==> config.mk <==
export PLATFORM = sky130hd
export DESIGN_NAME = phc_cfg_upper
export DESIGN_NICKNAME = d
export VERILOG_FILES = /design/src/rtl/phc_pkg.sv /design/src/rtl/phc_ee_loader.sv /design/src/rtl/phc_hold_timer.sv /design/src/rtl/phc_cfg_upper.sv
export SDC_FILE = /design/constraint.sdc
export NUM_CORES = 1
export LEC_CHECK = 0
export BUFFER_PORTS_ARGS = -buffer_cell sky130_fd_sc_hd__buf_2
export CORE_UTILIZATION = 56
export CTS_CLUSTER_SIZE = 20
export DETAILED_ROUTE_END_ITERATION = 6
export GPL_ROUTABILITY_DRIVEN = 0
export PLACE_DENSITY = 0.8
export SYNTH_ARGS = -nofsm -noshare
export SYNTH_HDL_FRONTEND = slang
export SYNTH_SLANG_ARGS = --single-unit
==> constraint.sdc <==
create_clock -name sys_clk -period 13.9 [get_ports sys_clk]
set_input_delay 1.39 -clock sys_clk [delete_from_list [all_inputs] [get_ports sys_clk]]
set_output_delay 1.39 -clock sys_clk [all_outputs]
set_load 0.05 [all_outputs]
==> src/rtl/phc_pkg.sv <==
/*
  Shared constants, field positions and carrier types for the upper part of
  the configuration header. Assumes a single 250 MHz system clock.
*/
`default_nettype none

package phc_pkg;

  // ----------------------------------------------------------------------
  // clock and timing
  // ----------------------------------------------------------------------
  localparam int CLK_PERIOD_NS  = 4;
  localparam int HOLD_UNIT_CLKS = 8;                    // one timer unit
  localparam int EE_BIT_NS      = 1000;                 // serial bit period
  localparam int EE_HALF_CLKS   = (EE_BIT_NS / 2) / CLK_PERIOD_NS;
  localparam int EE_LOAD_BITS   = 72;                   // bits in the image

  // ----------------------------------------------------------------------
  // configuration byte offsets (dword aligned)
  // ----------------------------------------------------------------------
  localparam logic [7:0] OFS_TIMER_WORD = 8'h0C;
  localparam logic [7:0] OFS_MEM_BASE   = 8'h10;
  localparam logic [7:0] OFS_CARD_INFO  = 8'h28;
  localparam logic [7:0] OFS_BOARD_ID   = 8'h2C;
  localparam logic [7:0] OFS_ROM_BASE   = 8'h30;
  localparam logic [7:0] OFS_CAP_HEAD   = 8'h34;
  localparam logic [7:0] OFS_IRQ_WORD   = 8'h3C;
  localparam logic [7:0] OFS_SWAP_CTRL  = 8'h40;

  // ----------------------------------------------------------------------
  // field positions and fixed or reset values
  // ----------------------------------------------------------------------
  localparam int          MEM_BASE_LSB    = 11;
  localparam int          ROM_BASE_LSB    = 16;
  localparam logic [7:0]  TIMER_RST       = 8'h00;
  localparam logic [7:0]  LAYOUT_CODE     = 8'h00;
  localparam logic [7:0]  SELF_TEST_VAL   = 8'h00;
  localparam logic [7:0]  IRQ_ROUTING_RST = 8'h00;
  localparam logic [7:0]  IRQ_PIN_VAL     = 8'h01;
  localparam logic [7:0]  MIN_GRANT_VAL   = 8'h20;
  localparam logic [7:0]  MAX_LAT_VAL     = 8'h50;
  localparam logic [20:0] MEM_BASE_RST    = 21'h000000;
  localparam logic [15:0] ROM_BASE_RST    = 16'h0000;
  localparam logic [31:0] HC_WIN_BYTES    = 32'h00001000;  // 4096
  localparam logic [31:0] DBG_WIN_BYTES   = 32'h00000800;  // 2048

  // ----------------------------------------------------------------------
  // carriers
  // ----------------------------------------------------------------------
  typedef struct packed {
    logic        req;
    logic        we;
    logic [7:0]  addr;
    logic [3:0]  be;
    logic [31:0] wdata;
  } phc_cfg_req_t;

  typedef struct packed {
    logic        ack;
    logic [31:0] rdata;
  } phc_cfg_rsp_t;

  typedef struct packed {
    logic [31:0] card_info_offset;
    logic [15:0] board_product_code;
    logic [15:0] board_maker_code;
    logic [7:0]  cap_head;
  } phc_ee_image_t;

  typedef struct packed {
    logic hc_hit;
    logic dbg_hit;
    logic rom_hit;
  } phc_decode_t;

endpackage : phc_pkg

`default_nettype wire

==> src/rtl/phc_ee_loader.sv <==
/*
  Serial EEPROM image loader: after reset release it clocks in the image
  once, MSB first, and holds it. Assumes the EEPROM drives its data bit
  before each rising edge of the serial clock while select is high.
*/
`timescale 1ns/1ps
`default_nettype none

module phc_ee_loader #(
  parameter int HALF_CLKS = phc_pkg::EE_HALF_CLKS,
  parameter int NBITS     = phc_pkg::EE_LOAD_BITS
) (
  input  wire logic                   sys_clk,
  input  wire logic                   rst,
  input  wire logic                   ee_di,
  output var  logic                   ee_clk,
  output var  logic                   ee_cs,
  output var  logic                   load_done,
  output var  phc_pkg::phc_ee_image_t image
);
  import phc_pkg::*;

  if (HALF_CLKS < 1 || NBITS != $bits(phc_ee_image_t)) begin : g_chk
    $error("phc_ee_loader: bad parameters");
  end

  typedef enum logic [1:0] {PHC_EE_IDLE = 2'b00, PHC_EE_SHIFT = 2'b01,
                            PHC_EE_DONE = 2'b11} phc_ee_state_t;

  phc_ee_state_t            state;
  logic [$clog2(HALF_CLKS+1)-1:0] half_cnt;
  logic [$clog2(NBITS+1)-1:0]     bit_cnt;
  logic [NBITS-1:0]         shreg;
  logic                     half_tick;

  assign half_tick = (half_cnt == ($clog2(HALF_CLKS+1))'(HALF_CLKS - 1));

  // sequencer: one pass after reset, then idle for good
  always_ff @(posedge sys_clk or posedge rst) begin
    if (rst) begin
      state     <= PHC_EE_IDLE;
      half_cnt  <= '0;
      bit_cnt   <= '0;
      shreg     <= '0;
      ee_clk    <= 1'b0;
      ee_cs     <= 1'b0;
      load_done <= 1'b0;
      image     <= '0;
    end else begin
      case (state)
        PHC_EE_IDLE: begin
          ee_cs <= 1'b1;
          state <= PHC_EE_SHIFT;
        end
        PHC_EE_SHIFT: begin
          half_cnt <= half_tick ? '0 : half_cnt + 1'b1;
          if (half_tick) begin
            ee_clk <= ~ee_clk;
            if (!ee_clk) begin                         // rising edge: sample
              shreg   <= {shreg[NBITS-2:0], ee_di};
              bit_cnt <= bit_cnt + 1'b1;
              if (bit_cnt == ($clog2(NBITS+1))'(NBITS - 1)) begin
                image     <= {shreg[NBITS-2:0], ee_di};
                load_done <= 1'b1;
                ee_cs     <= 1'b0;
                ee_clk    <= 1'b0;
                state     <= PHC_EE_DONE;
              end
            end
          end
        end
        PHC_EE_DONE: state <= PHC_EE_DONE;
        default:     state <= PHC_EE_IDLE;
      endcase
    end
  end

  a_ee_bus_idle: assert property (@(posedge sys_clk) disable iff (rst)
    load_done |-> (!ee_cs && !ee_clk && state == PHC_EE_DONE))
    else $error("serial port active after load");

endmodule : phc_ee_loader

`default_nettype wire

==> src/rtl/phc_hold_timer.sv <==
/*
  Bus-hold timer: counts initiator bus tenure in units of eight clocks from
  the frame start and flags when the programmed limit is reached. Assumes
  start is a one-cycle pulse at the first frame assertion as initiator.
*/
`timescale 1ns/1ps
`default_nettype none

module phc_hold_timer #(
  parameter int UNIT_CLKS = phc_pkg::HOLD_UNIT_CLKS
) (
  input  wire logic       sys_clk,
  input  wire logic       rst,
  input  wire logic       start,
  input  wire logic       holding,
  input  wire logic [7:0] limit,
  output var  logic       expired
);
  import phc_pkg::*;

  if (UNIT_CLKS < 2 || (UNIT_CLKS & (UNIT_CLKS - 1)) != 0) begin : g_chk
    $error("phc_hold_timer: unit must be a power of two");
  end

  localparam int DW = $clog2(UNIT_CLKS);

  logic [DW-1:0] div;
  logic [7:0]    units;

  // tenure counter, restarted on every frame start
  always_ff @(posedge sys_clk or posedge rst) begin
    if (rst) begin
      div   <= '0;
      units <= '0;
    end else if (start) begin
      div   <= '0;
      units <= '0;
    end else if (holding) begin
      div <= div + 1'b1;
      if (&div && units != 8'hFF) begin
        units <= units + 8'h01;
      end
    end
  end

  // expiry flag against the programmed limit
  always_ff @(posedge sys_clk or posedge rst) begin
    if (rst) begin
      expired <= 1'b0;
    end else begin
      expired <= holding && !start && (units >= limit);
    end
  end

  a_hold_unit_step: assert property (@(posedge sys_clk) disable iff (rst)
    (holding && !start && &div && units != 8'hFF) |=> units == $past(units) + 8'h01)
    else $error("timer unit not eight clocks");
  a_hold_expiry: assert property (@(posedge sys_clk) disable iff (rst)
    (holding && !start && units >= limit) |=> expired)
    else $error("tenure limit missed");

endmodule : phc_hold_timer

`default_nettype wire

==> src/rtl/phc_cfg_upper.sv <==
/*
  Upper configuration header: bus-hold timer, layout and self-test bytes,
  register-window base and decode, EEPROM-loaded identity words, boot-ROM
  base and decode, interrupt bytes, grant and latency figures, byte swap.
  Assumes configuration requests come one per cycle at most from the PCI
  target front end, and the command register memory enable is supplied.
*/
`timescale 1ns/1ps
`default_nettype none

module phc_cfg_upper (
  input  wire logic                  sys_clk,
  input  wire logic                  rst,
  input  wire phc_pkg::phc_cfg_req_t cfg_in,
  output var  phc_pkg::phc_cfg_rsp_t cfg_out,
  input  wire logic                  cmd_mem_enable,
  input  wire logic                  debug_enable,
  input  wire logic                  mem_valid,
  input  wire logic [31:0]           mem_addr,
  output var  phc_pkg::phc_decode_t  decode,
  input  wire logic                  init_frame_start,
  input  wire logic                  init_holding,
  output var  logic                  hold_expired,
  input  wire logic [31:0]           pci_rx_data,
  output var  logic [31:0]           core_rx_data,
  input  wire logic [31:0]           core_tx_data,
  output var  logic [31:0]           pci_tx_data,
  input  wire logic                  ee_di,
  output var  logic                  ee_clk,
  output var  logic                  ee_cs,
  output var  logic                  ee_load_done
);
  import phc_pkg::*;

  // ----------------------------------------------------------------------
  // storage
  // ----------------------------------------------------------------------
  logic [7:0]    bus_hold_timer;
  logic [20:0]   mem_base;           // bits 31:11 of the window base
  logic [15:0]   rom_base;
  logic          rom_enable;
  logic [7:0]    irq_routing;
  logic          global_swap;
  phc_ee_image_t ee_image;
  logic [31:0]   next_rdata;
  logic          cfg_wr;
  logic [31:0]   eff_base;
  logic [31:0]   win_off;
  logic          rd_q;
  logic [7:0]    rd_addr_q;

  assign cfg_wr = cfg_in.req && cfg_in.we;

  // byte order reversal within a dword
  function automatic logic [31:0] bswap(input logic [31:0] d);
    bswap = {d[7:0], d[15:8], d[23:16], d[31:24]};
  endfunction

  // ----------------------------------------------------------------------
  // loader and tenure timer
  // ----------------------------------------------------------------------
  // identity words come from the serial EEPROM after reset release
  phc_ee_loader #(
    .HALF_CLKS (EE_HALF_CLKS),
    .NBITS     (EE_LOAD_BITS)
  ) u_loader (
    .sys_clk   (sys_clk),
    .rst       (rst),
    .ee_di     (ee_di),
    .ee_clk    (ee_clk),
    .ee_cs     (ee_cs),
    .load_done (ee_load_done),
    .image     (ee_image)
  );

  // bus tenure against the programmed limit
  phc_hold_timer #(
    .UNIT_CLKS (HOLD_UNIT_CLKS)
  ) u_hold (
    .sys_clk   (sys_clk),
    .rst       (rst),
    .start     (init_frame_start),
    .holding   (init_holding),
    .limit     (bus_hold_timer),
    .expired   (hold_expired)
  );

  // ----------------------------------------------------------------------
  // writable fields
  // ----------------------------------------------------------------------
  // bus-hold timer byte, lane 1 of the 0Ch word
  always_ff @(posedge sys_clk or posedge rst) begin
    if (rst) begin
      bus_hold_timer <= TIMER_RST;
    end else if (cfg_wr && cfg_in.addr == OFS_TIMER_WORD && cfg_in.be[1]) begin
      bus_hold_timer <= cfg_in.wdata[15:8];
    end
  end

  // window base: bit 11 frozen while debug registers are on
  always_ff @(posedge sys_clk or posedge rst) begin
    if (rst) begin
      mem_base <= MEM_BASE_RST;
    end else if (cfg_wr && cfg_in.addr == OFS_MEM_BASE) begin
      if (cfg_in.be[1]) begin
        mem_base[4:1] <= cfg_in.wdata[15:12];
        if (!debug_enable) begin
          mem_base[0] <= cfg_in.wdata[MEM_BASE_LSB];
        end
      end
      if (cfg_in.be[2]) begin
        mem_base[12:5] <= cfg_in.wdata[23:16];
      end
      if (cfg_in.be[3]) begin
        mem_base[20:13] <= cfg_in.wdata[31:24];
      end
    end
  end

  // boot-ROM base and enable; bits 15:1 have no storage
  always_ff @(posedge sys_clk or posedge rst) begin
    if (rst) begin
      rom_base   <= ROM_BASE_RST;
      rom_enable <= 1'b0;
    end else if (cfg_wr && cfg_in.addr == OFS_ROM_BASE) begin
      if (cfg_in.be[0]) begin
        rom_enable <= cfg_in.wdata[0];
      end
      if (cfg_in.be[2]) begin
        rom_base[7:0] <= cfg_in.wdata[23:16];
      end
      if (cfg_in.be[3]) begin
        rom_base[15:8] <= cfg_in.wdata[31:24];
      end
    end
  end

  // interrupt routing byte, plain storage for software
  always_ff @(posedge sys_clk or posedge rst) begin
    if (rst) begin
      irq_routing <= IRQ_ROUTING_RST;
    end else if (cfg_wr && cfg_in.addr == OFS_IRQ_WORD && cfg_in.be[0]) begin
      irq_routing <= cfg_in.wdata[7:0];
    end
  end

  // global byte-swap control
  always_ff @(posedge sys_clk or posedge rst) begin
    if (rst) begin
      global_swap <= 1'b0;
    end else if (cfg_wr && cfg_in.addr == OFS_SWAP_CTRL && cfg_in.be[0]) begin
      global_swap <= cfg_in.wdata[0];
    end
  end

  // ----------------------------------------------------------------------
  // configuration read path
  // ----------------------------------------------------------------------
  // read mux; fixed and loaded fields have no write path at all
  always_comb begin
    next_rdata = 32'h00000000;                         // unmapped reads zero
    case (cfg_in.addr)
      OFS_TIMER_WORD: next_rdata = {SELF_TEST_VAL, LAYOUT_CODE,
                                    bus_hold_timer, 8'h00};
      OFS_MEM_BASE:   next_rdata = {mem_base[20:1],
                                    debug_enable ? 1'b0 : mem_base[0],
                                    11'h000};
      OFS_CARD_INFO:  next_rdata = ee_image.card_info_offset;
      OFS_BOARD_ID:   next_rdata = {ee_image.board_product_code,
                                    ee_image.board_maker_code};
      OFS_ROM_BASE:   next_rdata = {rom_base, 15'h0000, rom_enable};
      OFS_CAP_HEAD:   next_rdata = {24'h000000, ee_image.cap_head};
      OFS_IRQ_WORD:   next_rdata = {MAX_LAT_VAL, MIN_GRANT_VAL,
                                    IRQ_PIN_VAL, irq_routing};
      OFS_SWAP_CTRL:  next_rdata = {31'h00000000, global_swap};
      default:        next_rdata = 32'h00000000;
    endcase
  end

  // answer one cycle after each request; writes return zero data
  always_ff @(posedge sys_clk or posedge rst) begin
    if (rst) begin
      cfg_out   <= '0;
      rd_q      <= 1'b0;
      rd_addr_q <= 8'h00;
    end else begin
      cfg_out.ack   <= cfg_in.req;
      cfg_out.rdata <= (cfg_in.req && !cfg_in.we) ? next_rdata : 32'h00000000;
      rd_q          <= cfg_in.req && !cfg_in.we;
      rd_addr_q     <= cfg_in.addr;
    end
  end

  // ----------------------------------------------------------------------
  // memory decode
  // ----------------------------------------------------------------------
  // with debug on, bit 11 of the base is forced low: 4K alignment
  assign eff_base = {mem_base[20:1], mem_base[0] && !debug_enable, 11'h000};
  assign win_off  = mem_addr - eff_base;

  // registered hit flags, all gated by the memory enable
  always_ff @(posedge sys_clk or posedge rst) begin
    if (rst) begin
      decode <= '0;
    end else begin
      decode.hc_hit  <= mem_valid && cmd_mem_enable
                        && (win_off < HC_WIN_BYTES);
      decode.dbg_hit <= mem_valid && cmd_mem_enable && debug_enable
                        && (win_off >= HC_WIN_BYTES)
                        && (win_off < (HC_WIN_BYTES + DBG_WIN_BYTES));
      decode.rom_hit <= mem_valid && cmd_mem_enable && rom_enable
                        && (mem_addr[31:ROM_BASE_LSB] == rom_base);
    end
  end

  // ----------------------------------------------------------------------
  // data swap
  // ----------------------------------------------------------------------
  // both directions pass one register, reversed when swap is set
  always_ff @(posedge sys_clk or posedge rst) begin
    if (rst) begin
      core_rx_data <= 32'h00000000;
      pci_tx_data  <= 32'h00000000;
    end else begin
      core_rx_data <= global_swap ? bswap(pci_rx_data) : pci_rx_data;
      pci_tx_data  <= global_swap ? bswap(core_tx_data) : core_tx_data;
    end
  end

  // ----------------------------------------------------------------------
  // checks
  // ----------------------------------------------------------------------
  // 0Ch word: fixed bytes and timer storage
  a_layout_zero: assert property (@(posedge sys_clk) disable iff (rst)
    (rd_q && rd_addr_q == OFS_TIMER_WORD) |-> cfg_out.rdata[23:16] == 8'h00)
    else $error("layout code not zero");
  a_self_test_zero: assert property (@(posedge sys_clk) disable iff (rst)
    (rd_q && rd_addr_q == OFS_TIMER_WORD) |-> cfg_out.rdata[31:24] == 8'h00)
    else $error("self-test byte not zero");
  a_timer_write: assert property (@(posedge sys_clk) disable iff (rst)
    (cfg_wr && cfg_in.addr == OFS_TIMER_WORD && cfg_in.be[1])
      |=> bus_hold_timer == $past(cfg_in.wdata[15:8]))
    else $error("timer byte not stored");

  // window base: hidden bit, low bits, bit 11 frozen with debug on
  a_base_bit_hidden: assert property (@(posedge sys_clk) disable iff (rst)
    (rd_q && rd_addr_q == OFS_MEM_BASE && $past(debug_enable))
      |-> !cfg_out.rdata[11])
    else $error("base bit 11 visible with debug on");
  a_base_low_zero: assert property (@(posedge sys_clk) disable iff (rst)
    (rd_q && rd_addr_q == OFS_MEM_BASE) |-> cfg_out.rdata[10:0] == 11'h000)
    else $error("base low bits not zero");
  a_base_bit_kept: assert property (@(posedge sys_clk) disable iff (rst)
    (cfg_wr && cfg_in.addr == OFS_MEM_BASE && cfg_in.be[1] && debug_enable)
      |=> mem_base[0] == $past(mem_base[0]))
    else $error("base bit 11 written with debug on");

  // boot-ROM and capability words
  a_rom_low_zero: assert property (@(posedge sys_clk) disable iff (rst)
    (rd_q && rd_addr_q == OFS_ROM_BASE) |-> cfg_out.rdata[15:1] == 15'h0000)
    else $error("boot-ROM base low bits not zero");
  a_cap_upper_zero: assert property (@(posedge sys_clk) disable iff (rst)
    (rd_q && rd_addr_q == OFS_CAP_HEAD) |-> cfg_out.rdata[31:8] == 24'h000000)
    else $error("capability word upper bits not zero");

  // interrupt word and loaded words
  a_fixed_irq_bytes: assert property (@(posedge sys_clk) disable iff (rst)
    (rd_q && rd_addr_q == OFS_IRQ_WORD)
      |-> cfg_out.rdata[31:8] == {MAX_LAT_VAL, MIN_GRANT_VAL, IRQ_PIN_VAL})
    else $error("pin, grant or latency byte wrong");
  a_routing_write: assert property (@(posedge sys_clk) disable iff (rst)
    (cfg_wr && cfg_in.addr == OFS_IRQ_WORD && cfg_in.be[0])
      |=> irq_routing == $past(cfg_in.wdata[7:0]))
    else $error("routing byte not stored");
  a_ro_ignored: assert property (@(posedge sys_clk) disable iff (rst)
    (ee_load_done && cfg_wr && cfg_in.addr == OFS_CARD_INFO)
      |=> $stable(ee_image))
    else $error("read-only word changed by write");

  // memory decode: gating and windows
  a_mem_gate: assert property (@(posedge sys_clk) disable iff (rst)
    (decode.hc_hit || decode.dbg_hit || decode.rom_hit)
      |-> $past(cmd_mem_enable) && $past(mem_valid))
    else $error("decode without memory enable");
  a_hc_decode: assert property (@(posedge sys_clk) disable iff (rst)
    (mem_valid && cmd_mem_enable && win_off < HC_WIN_BYTES) |=> decode.hc_hit)
    else $error("host window missed");
  a_dbg_decode: assert property (@(posedge sys_clk) disable iff (rst)
    (mem_valid && cmd_mem_enable && debug_enable && win_off >= HC_WIN_BYTES
      && win_off < HC_WIN_BYTES + DBG_WIN_BYTES) |=> decode.dbg_hit)
    else $error("debug window missed");
  a_dbg_window: assert property (@(posedge sys_clk) disable iff (rst)
    decode.dbg_hit |-> ($past(debug_enable) && !decode.hc_hit))
    else $error("debug decode while disabled");
  a_rom_gate: assert property (@(posedge sys_clk) disable iff (rst)
    decode.rom_hit |-> $past(rom_enable))
    else $error("rom decode while disabled");
  a_rom_decode: assert property (@(posedge sys_clk) disable iff (rst)
    (mem_valid && cmd_mem_enable && rom_enable && mem_addr[31:ROM_BASE_LSB] == rom_base)
      |=> decode.rom_hit)
    else $error("boot-ROM window missed");

  // data swap in both directions
  a_swap_path: assert property (@(posedge sys_clk) disable iff (rst)
    ##1 pci_tx_data == ($past(global_swap) ? bswap($past(core_tx_data))
                                           : $past(core_tx_data)))
    else $error("transmit swap wrong");
  a_swap_rx: assert property (@(posedge sys_clk) disable iff (rst)
    ##1 core_rx_data == ($past(global_swap) ? bswap($past(pci_rx_data))
                                            : $past(pci_rx_data)))
    else $error("receive swap wrong");

  // main scenarios reached
  c_dbg_hit:   cover property (@(posedge sys_clk) disable iff (rst) decode.dbg_hit);
  c_rom_hit:   cover property (@(posedge sys_clk) disable iff (rst) decode.rom_hit);
  c_load_done: cover property (@(posedge sys_clk) disable iff (rst) $rose(ee_load_done));
  c_expired:   cover property (@(posedge sys_clk) disable iff (rst) $rose(hold_expired));
  c_swap_on:   cover property (@(posedge sys_clk) disable iff (rst) $rose(global_swap));

endmodule : phc_cfg_upper

`default_nettype wire

; Word-level counts from Yosys, hierarchy flattened
; Cells that the tools add are included.
[totals]
reg_bits = 329
output_inout_bits = 104
elab_cells = 122
[op_classes]
addsub = 5
order_cmp = 4
eq_ne = 17
muxes = 21
n_bitwise = 2
n_reduce_logical = 42
[ops]
columns = cell, n
row1 = $pmux 32 s8, 1
row2 = $mux 32, 3
row3 = $lt 32x13->1 const B, 2
row4 = $eq 8x6->1 const B, 5
row5 = $ge 32x13->1 const B, 1
row6 = $sub 32x32->32, 1
row7 = $mux 8, 3
row8 = $logic_and 1x1->1, 21
row9 = $eq 16x16->1, 1
row10 = $reduce_and 2->1, 8
row11 = $add 7x1->7 const B, 2
row12 = $eq 7x7->1 const B, 2
row13 = $reduce_and 3->1, 4
row14 = $add 8x1->8 const B, 1
row15 = $eq 8x4->1 const B, 1
row16 = $eq 8x5->1 const B, 1
row17 = $eq 8x7->1 const B, 1
row18 = $ge 8x8->1, 1
row19 = $ne 8x8->1 const B, 1
row20 = $reduce_and 4->1, 2
row21 = $mux 7, 1
row22 = $mux 1, 6
row23 = $mux 2, 3
row24 = $mux 3, 2
row25 = other kinds (11), 17

; Logic depth before layout (Yosys ltp)
[logic_depth]
depth_word = 6
ltp_mapped = 11
ltp_nobuf = 11

; Hierarchy
; Synthesis repeated with hierarchy kept, for this count alone.
[unflattened]
hier_cells = 1125
area_unflattened_um2 = 14751.6
[modules_own_cells]
columns = mod, instances, cells_per_inst, area_per_inst_um2, seq_area_each_um2
row1 = phc_cfg_upper, 1, 646, 7634.8, 3878.7
row2 = phc_ee_loader, 1, 389, 6194.7, 4053.9
row3 = phc_hold_timer, 1, 90, 922.1, 300.3

; Worst setup path after synthesis
; No wires, ideal clock.
[synth_path]
path_kind = input to register
start = in debug_enable
end = reg decode[1] (netlist bit)
arrival_time_ns = 3.376
required_ns = 13.832
path_slack_ns = 10.456
cell_stages = 11
path_cell_list = nor2b_1 ha_1 fa_1 nand2b_1 a21oi_2 a311oi_1 nor4_1 o31a_1 o22ai_1 nor4_1 and4_1
[synth_via]
elab_chain_cells = 6
elab_cells_between_ends = 8
classes_between = 1 x add/sub / 2 x order compare / 5 x reduce/logical
[synth_rtl]
columns = item, line_no
row1 = start: declaration, phc_cfg_upper.sv:17  ; input wire logic debug_enable,
row2 = $logic_not 1->1, phc_cfg_upper.sv:198  ; assign eff_base = {mem_base[20:1], mem_base[0] && !debug_enable, 11'h000};
row3 = $logic_and 1x1->1, phc_cfg_upper.sv:198
row4 = $sub 32x32->32, phc_cfg_upper.sv:199  ; assign win_off = mem_addr - eff_base;
row5 = $ge 32x13->1, phc_cfg_upper.sv:209  ; && (win_off >= HC_WIN_BYTES)
row6 = $logic_and 1x1->1, phc_cfg_upper.sv:209
row7 = $logic_and 1x1->1 (*), phc_cfg_upper.sv:210  ; && (win_off < (HC_WIN_BYTES + DBG_WIN_BYTES));
row8 = end: declaration, phc_cfg_upper.sv:20  ; output var phc_pkg::phc_decode_t decode,
; Every way passes the cells marked *; elsewhere a longest branch is shown, timed or not.
; A chain may end at the register's enable or synchronous reset.

; Worst setup path after layout
; Same ends and word-level chain as after synthesis.

==> flow_summary_export.csv <==
group,metric,value,unit
pwr,power.total,2040,µW
sta,rsz0062_at_grt,"false",
synth,ys_warn_count,0,
clock_network,h-tree-depth,2,
synth,async_flop_share,1.00,
critical_path,crit_path_end_kind,"flop",
clock_network,clk_pin_slew_worst_paths,60,ps
detailed_routing,wl_per_cell,19.7,µm
synth,synth.net_count,1298,
synth,syn_inst,1113,
global_route,antenna_found_initial,4,
clock_network,tritoncts.num_buffers,34,
synth,ys_ff_latch,329,
floorplan,ioPinCount,254,
global_route,grt_pass1_wl,53200,µm
detailed_routing,firstDrtPassIters,7,
placed_design,hpwl,23600,µm
global_route,grt_max_degree,115,
detailed_routing,viasPerCell,5.78,
critical_path,cp_max_fo,5,
placed_design,portBuffers,242,
floorplan,die_area,26700,µm²
synth,synth_top_area_cell,"dfrtp_1",
clock_network,cts_setup_buffers,0,
sta,post-route-min-period,3920,ps
detailed_routing,drtIter0Drc,846,
layout,syn_to_final_growth,17.9,%
sta,skew,20.3,ps
sta,fmaxAchievable,255,MHz
synth,syn_area,14600,µm²
sta,hold_viol,0,
clock_network,clockBufferDepth,3,
global_route,grt_pass1_vias,10100,
hold_path,hold_path.class,"flop to flop",
critical_path,crit_slowest_cell,"nor4_1",
synth,synth_area_leaders,"dfrtp_1 57%, mux2_2 20%, ha_1 2.9%",
pwr,p_int,1550,µW
clock_network,cts-hold-fix-buffers,0,
detailed_routing,ant_nets,0,
sta,setup_violations,0,
detailed_routing,num_vias,9898,
detailed_routing,wirelength,33700,µm
pwr,swShare,0.237,
detailed_routing,drcViolationCount,0,
floorplan,die_x,163,µm
clock_network,cts-root-buf,"clkbuf_16",
synth,synth_cell_types,64,
synth,synth-main-ff-cell,"dfrtp_1",
pwr,pwr-share-seq,0.479,
floorplan,core,25300,µm²
sta,tns,0,ps
floorplan,start_util,0.575,
clock_network,cts-resized-gates,0,
critical_path,worstPathRequired,14350,ps
critical_path,cp_common_cell,"nor4_1",
floorplan,num_rows,58,
pwr,max-vdd-ir-drop,0.121,mV
clock_network,clock_sinks,329,
pwr,p_leak,0.00830,µW
clock_network,insertion_delay,520,ps
outcome,status,"finished, final reports clean",
pwr,power_density,119,nW/µm²
synth,ys_seq_area_frac,0.565,
flow_run,maxCapViolations,0,
pwr,clockPowerShare,0.444,
critical_path,slowest_delay,570,ps
sta,maxSlewHeadroom,0.309,
critical_path,critPathTopFamily,"simple AND/OR/NAND/NOR gates",
synth,avgSynthCellArea,13.1,µm²
sta,final_max_slew_viol_count,0,
synth,yosysTopAreaCellShare,0.565,
sta,tightest_slew,1040,ps
critical_path,critPathBufInv,1,
floorplan,die_h,163,µm
layout,drive_above_1_share,0.427,
sta,min_period_over_period,0.282,
clock_network,cts_tree,"done",
pwr,p_switching,482,µW
layout,nets,1543,
synth,synth_edf_count,0,
critical_path,path_cells,"buf_2, nor2b_1, ha_1, fa_1, nand2b_1, a21oi_2, a311oi_1, nor4_1, o31a_1, o22ai_1, nor4_1, and4_1",
critical_path,startpoint_type,"primary input",
critical_path,critical_path_class,"primary input to flop",
layout,fin_util,0.678,
pwr,p_comb_frac,0.077,
global_route,overflow,0,
global_route,grt_usage,0.257,
critical_path,cp.arrival,4370,ps
[state kept, by name, summed over array words and instances, names as in the netlist, 7 cells and up]
signal	count
bus_hold_timer	8
cfg_out	33
core_rx_data	32
irq_routing	8
mem_base	21
pci_tx_data	32
rom_base	16
u_hold.units	8
u_loader.bit_cnt	7
u_loader.half_cnt	7
u_loader.image	72
u_loader.shreg	71
[final timing paths]
check | start | to | slack, ps | cells past startpoint
setup / recovery | debug_enable | decode[1] | 9980 | 12
hold / removal | u_loader.bit_cnt[6] | u_loader.bit_cnt[6] | 470 | 1
setup reg to reg | mem_base[0] | decode[1] | 10470 | 11
hold reg to reg | u_loader.bit_cnt[6] | u_loader.bit_cnt[6] | 470 | 1
max in group asynchronous | rst | mem_base[15] | 10730 | 4
min in group asynchronous | rst | pci_tx_data[19] | 1030 | 2
[metrics by stage]
stage / cell area, µm² / hold slack (ps) / setup WS [ps] / std cells
after CTS: 17200 / 467 / 10080 / 1711
after detailed placement: 16100 / 452 / 9560 / 1652
after global placement: 16100 / 447 / 9670 / 1652
after floorplan: 14600 / 434 / 3400 / 1113
final: 17200 / 467 / 9980 / 1713
after global routing: 17200 / 478 / 9920 / 1713
[per-layer routing]
layer	GRT usage	share of wire	vias to the layer above	wire, µm
li1	-	-	4528	-
met1	0.352	0.42	4989	14300
met2	0.418	0.49	309	16600
met3	0.0419	0.054	68	1810
met4	0.0867	0.028	4	938
met5	0	0.00068	-	23
[worst reg2reg max path: cells and delay by family, from the launching register on]
kind / cells / cell delay (ps)
AOI/OAI and AO/OA: 4 / 740
DFF: 1 / 390
and+or+nand+nor: 5 / 1600
adders and majority gates: 2 / 630
[synth_stat cells, drive strengths merged (9+ instances only)]
| cell type | n |
|---|---|
| a21o | 10 |
| a21oi | 51 |
| a222oi | 19 |
| a22oi | 19 |
| a31oi | 9 |
| buf | 22 |
| clkbuf | 26 |
| dfrtp | 329 |
| ha | 34 |
| inv | 38 |
| mux2 | 264 |
| nand2 | 54 |
| nand3 | 13 |
| nand4 | 19 |
| nor2 | 49 |
| nor4 | 12 |
| o21a | 10 |
| o21ai | 23 |
| xnor2 | 21 |
| xor2 | 19 |
[placed cells by master, fill, tap and decap left out, types with 15 or more instances in the layout]
| cell type | n |
|---|---|
| xor2_1 | 19 |
| clkbuf_16 | 35 |
| nand2_1 | 54 |
| a21oi_1 | 48 |
| nand4_1 | 19 |
| nor2_1 | 46 |
| ha_1 | 34 |
| mux2_2 | 258 |
| a222oi_1 | 19 |
| dfrtp_1 | 328 |
| buf_2 | 242 |
| buf_4 | 15 |
| xnor2_1 | 21 |
| a22oi_1 | 19 |
| inv_1 | 37 |
| o21ai_0 | 21 |
[area by class of cell]
class	count	area (µm²)
antenna	2	5.00
clock buffer	47	981
clock inverter	12	124
fill	1841	8150
inverter	38	150
multi-input combinational	698	5940
sequential	329	8230
tap	330	413
timing repair buffer	257	1320
[power groups by stage]
| stage | logic (µW) | registers (µW) | clock network (µW) |
|---|---|---|---|
| floorplan | 65.2 | 1030 | 0 |
| global placement | 152 | 993 | 0 |
| detailed placement | 156 | 993 | 0 |
| CTS | 157 | 976 | 921 |
| global route | 168 | 976 | 954 |
| finish | 156 | 976 | 904 |
[cells by family (layout without fill, tap and decap cells)]
logic type / count (synthesis) / after routing / share of synthesized area
and+or+nand+nor: 185 / 185 / 0.0643
AOI/OAI and AO/OA: 169 / 169 / 0.0807
xor gates and xnor gates: 40 / 40 / 0.0241
muxes: 269 / 269 / 0.208
buffers and inverters: 86 / 354 / 0.0276
adders and majority gates: 35 / 35 / 0.0306
DFF: 329 / 329 / 0.565
other: 0 / 2 / 0
Power figures use the tool's default switching activity.
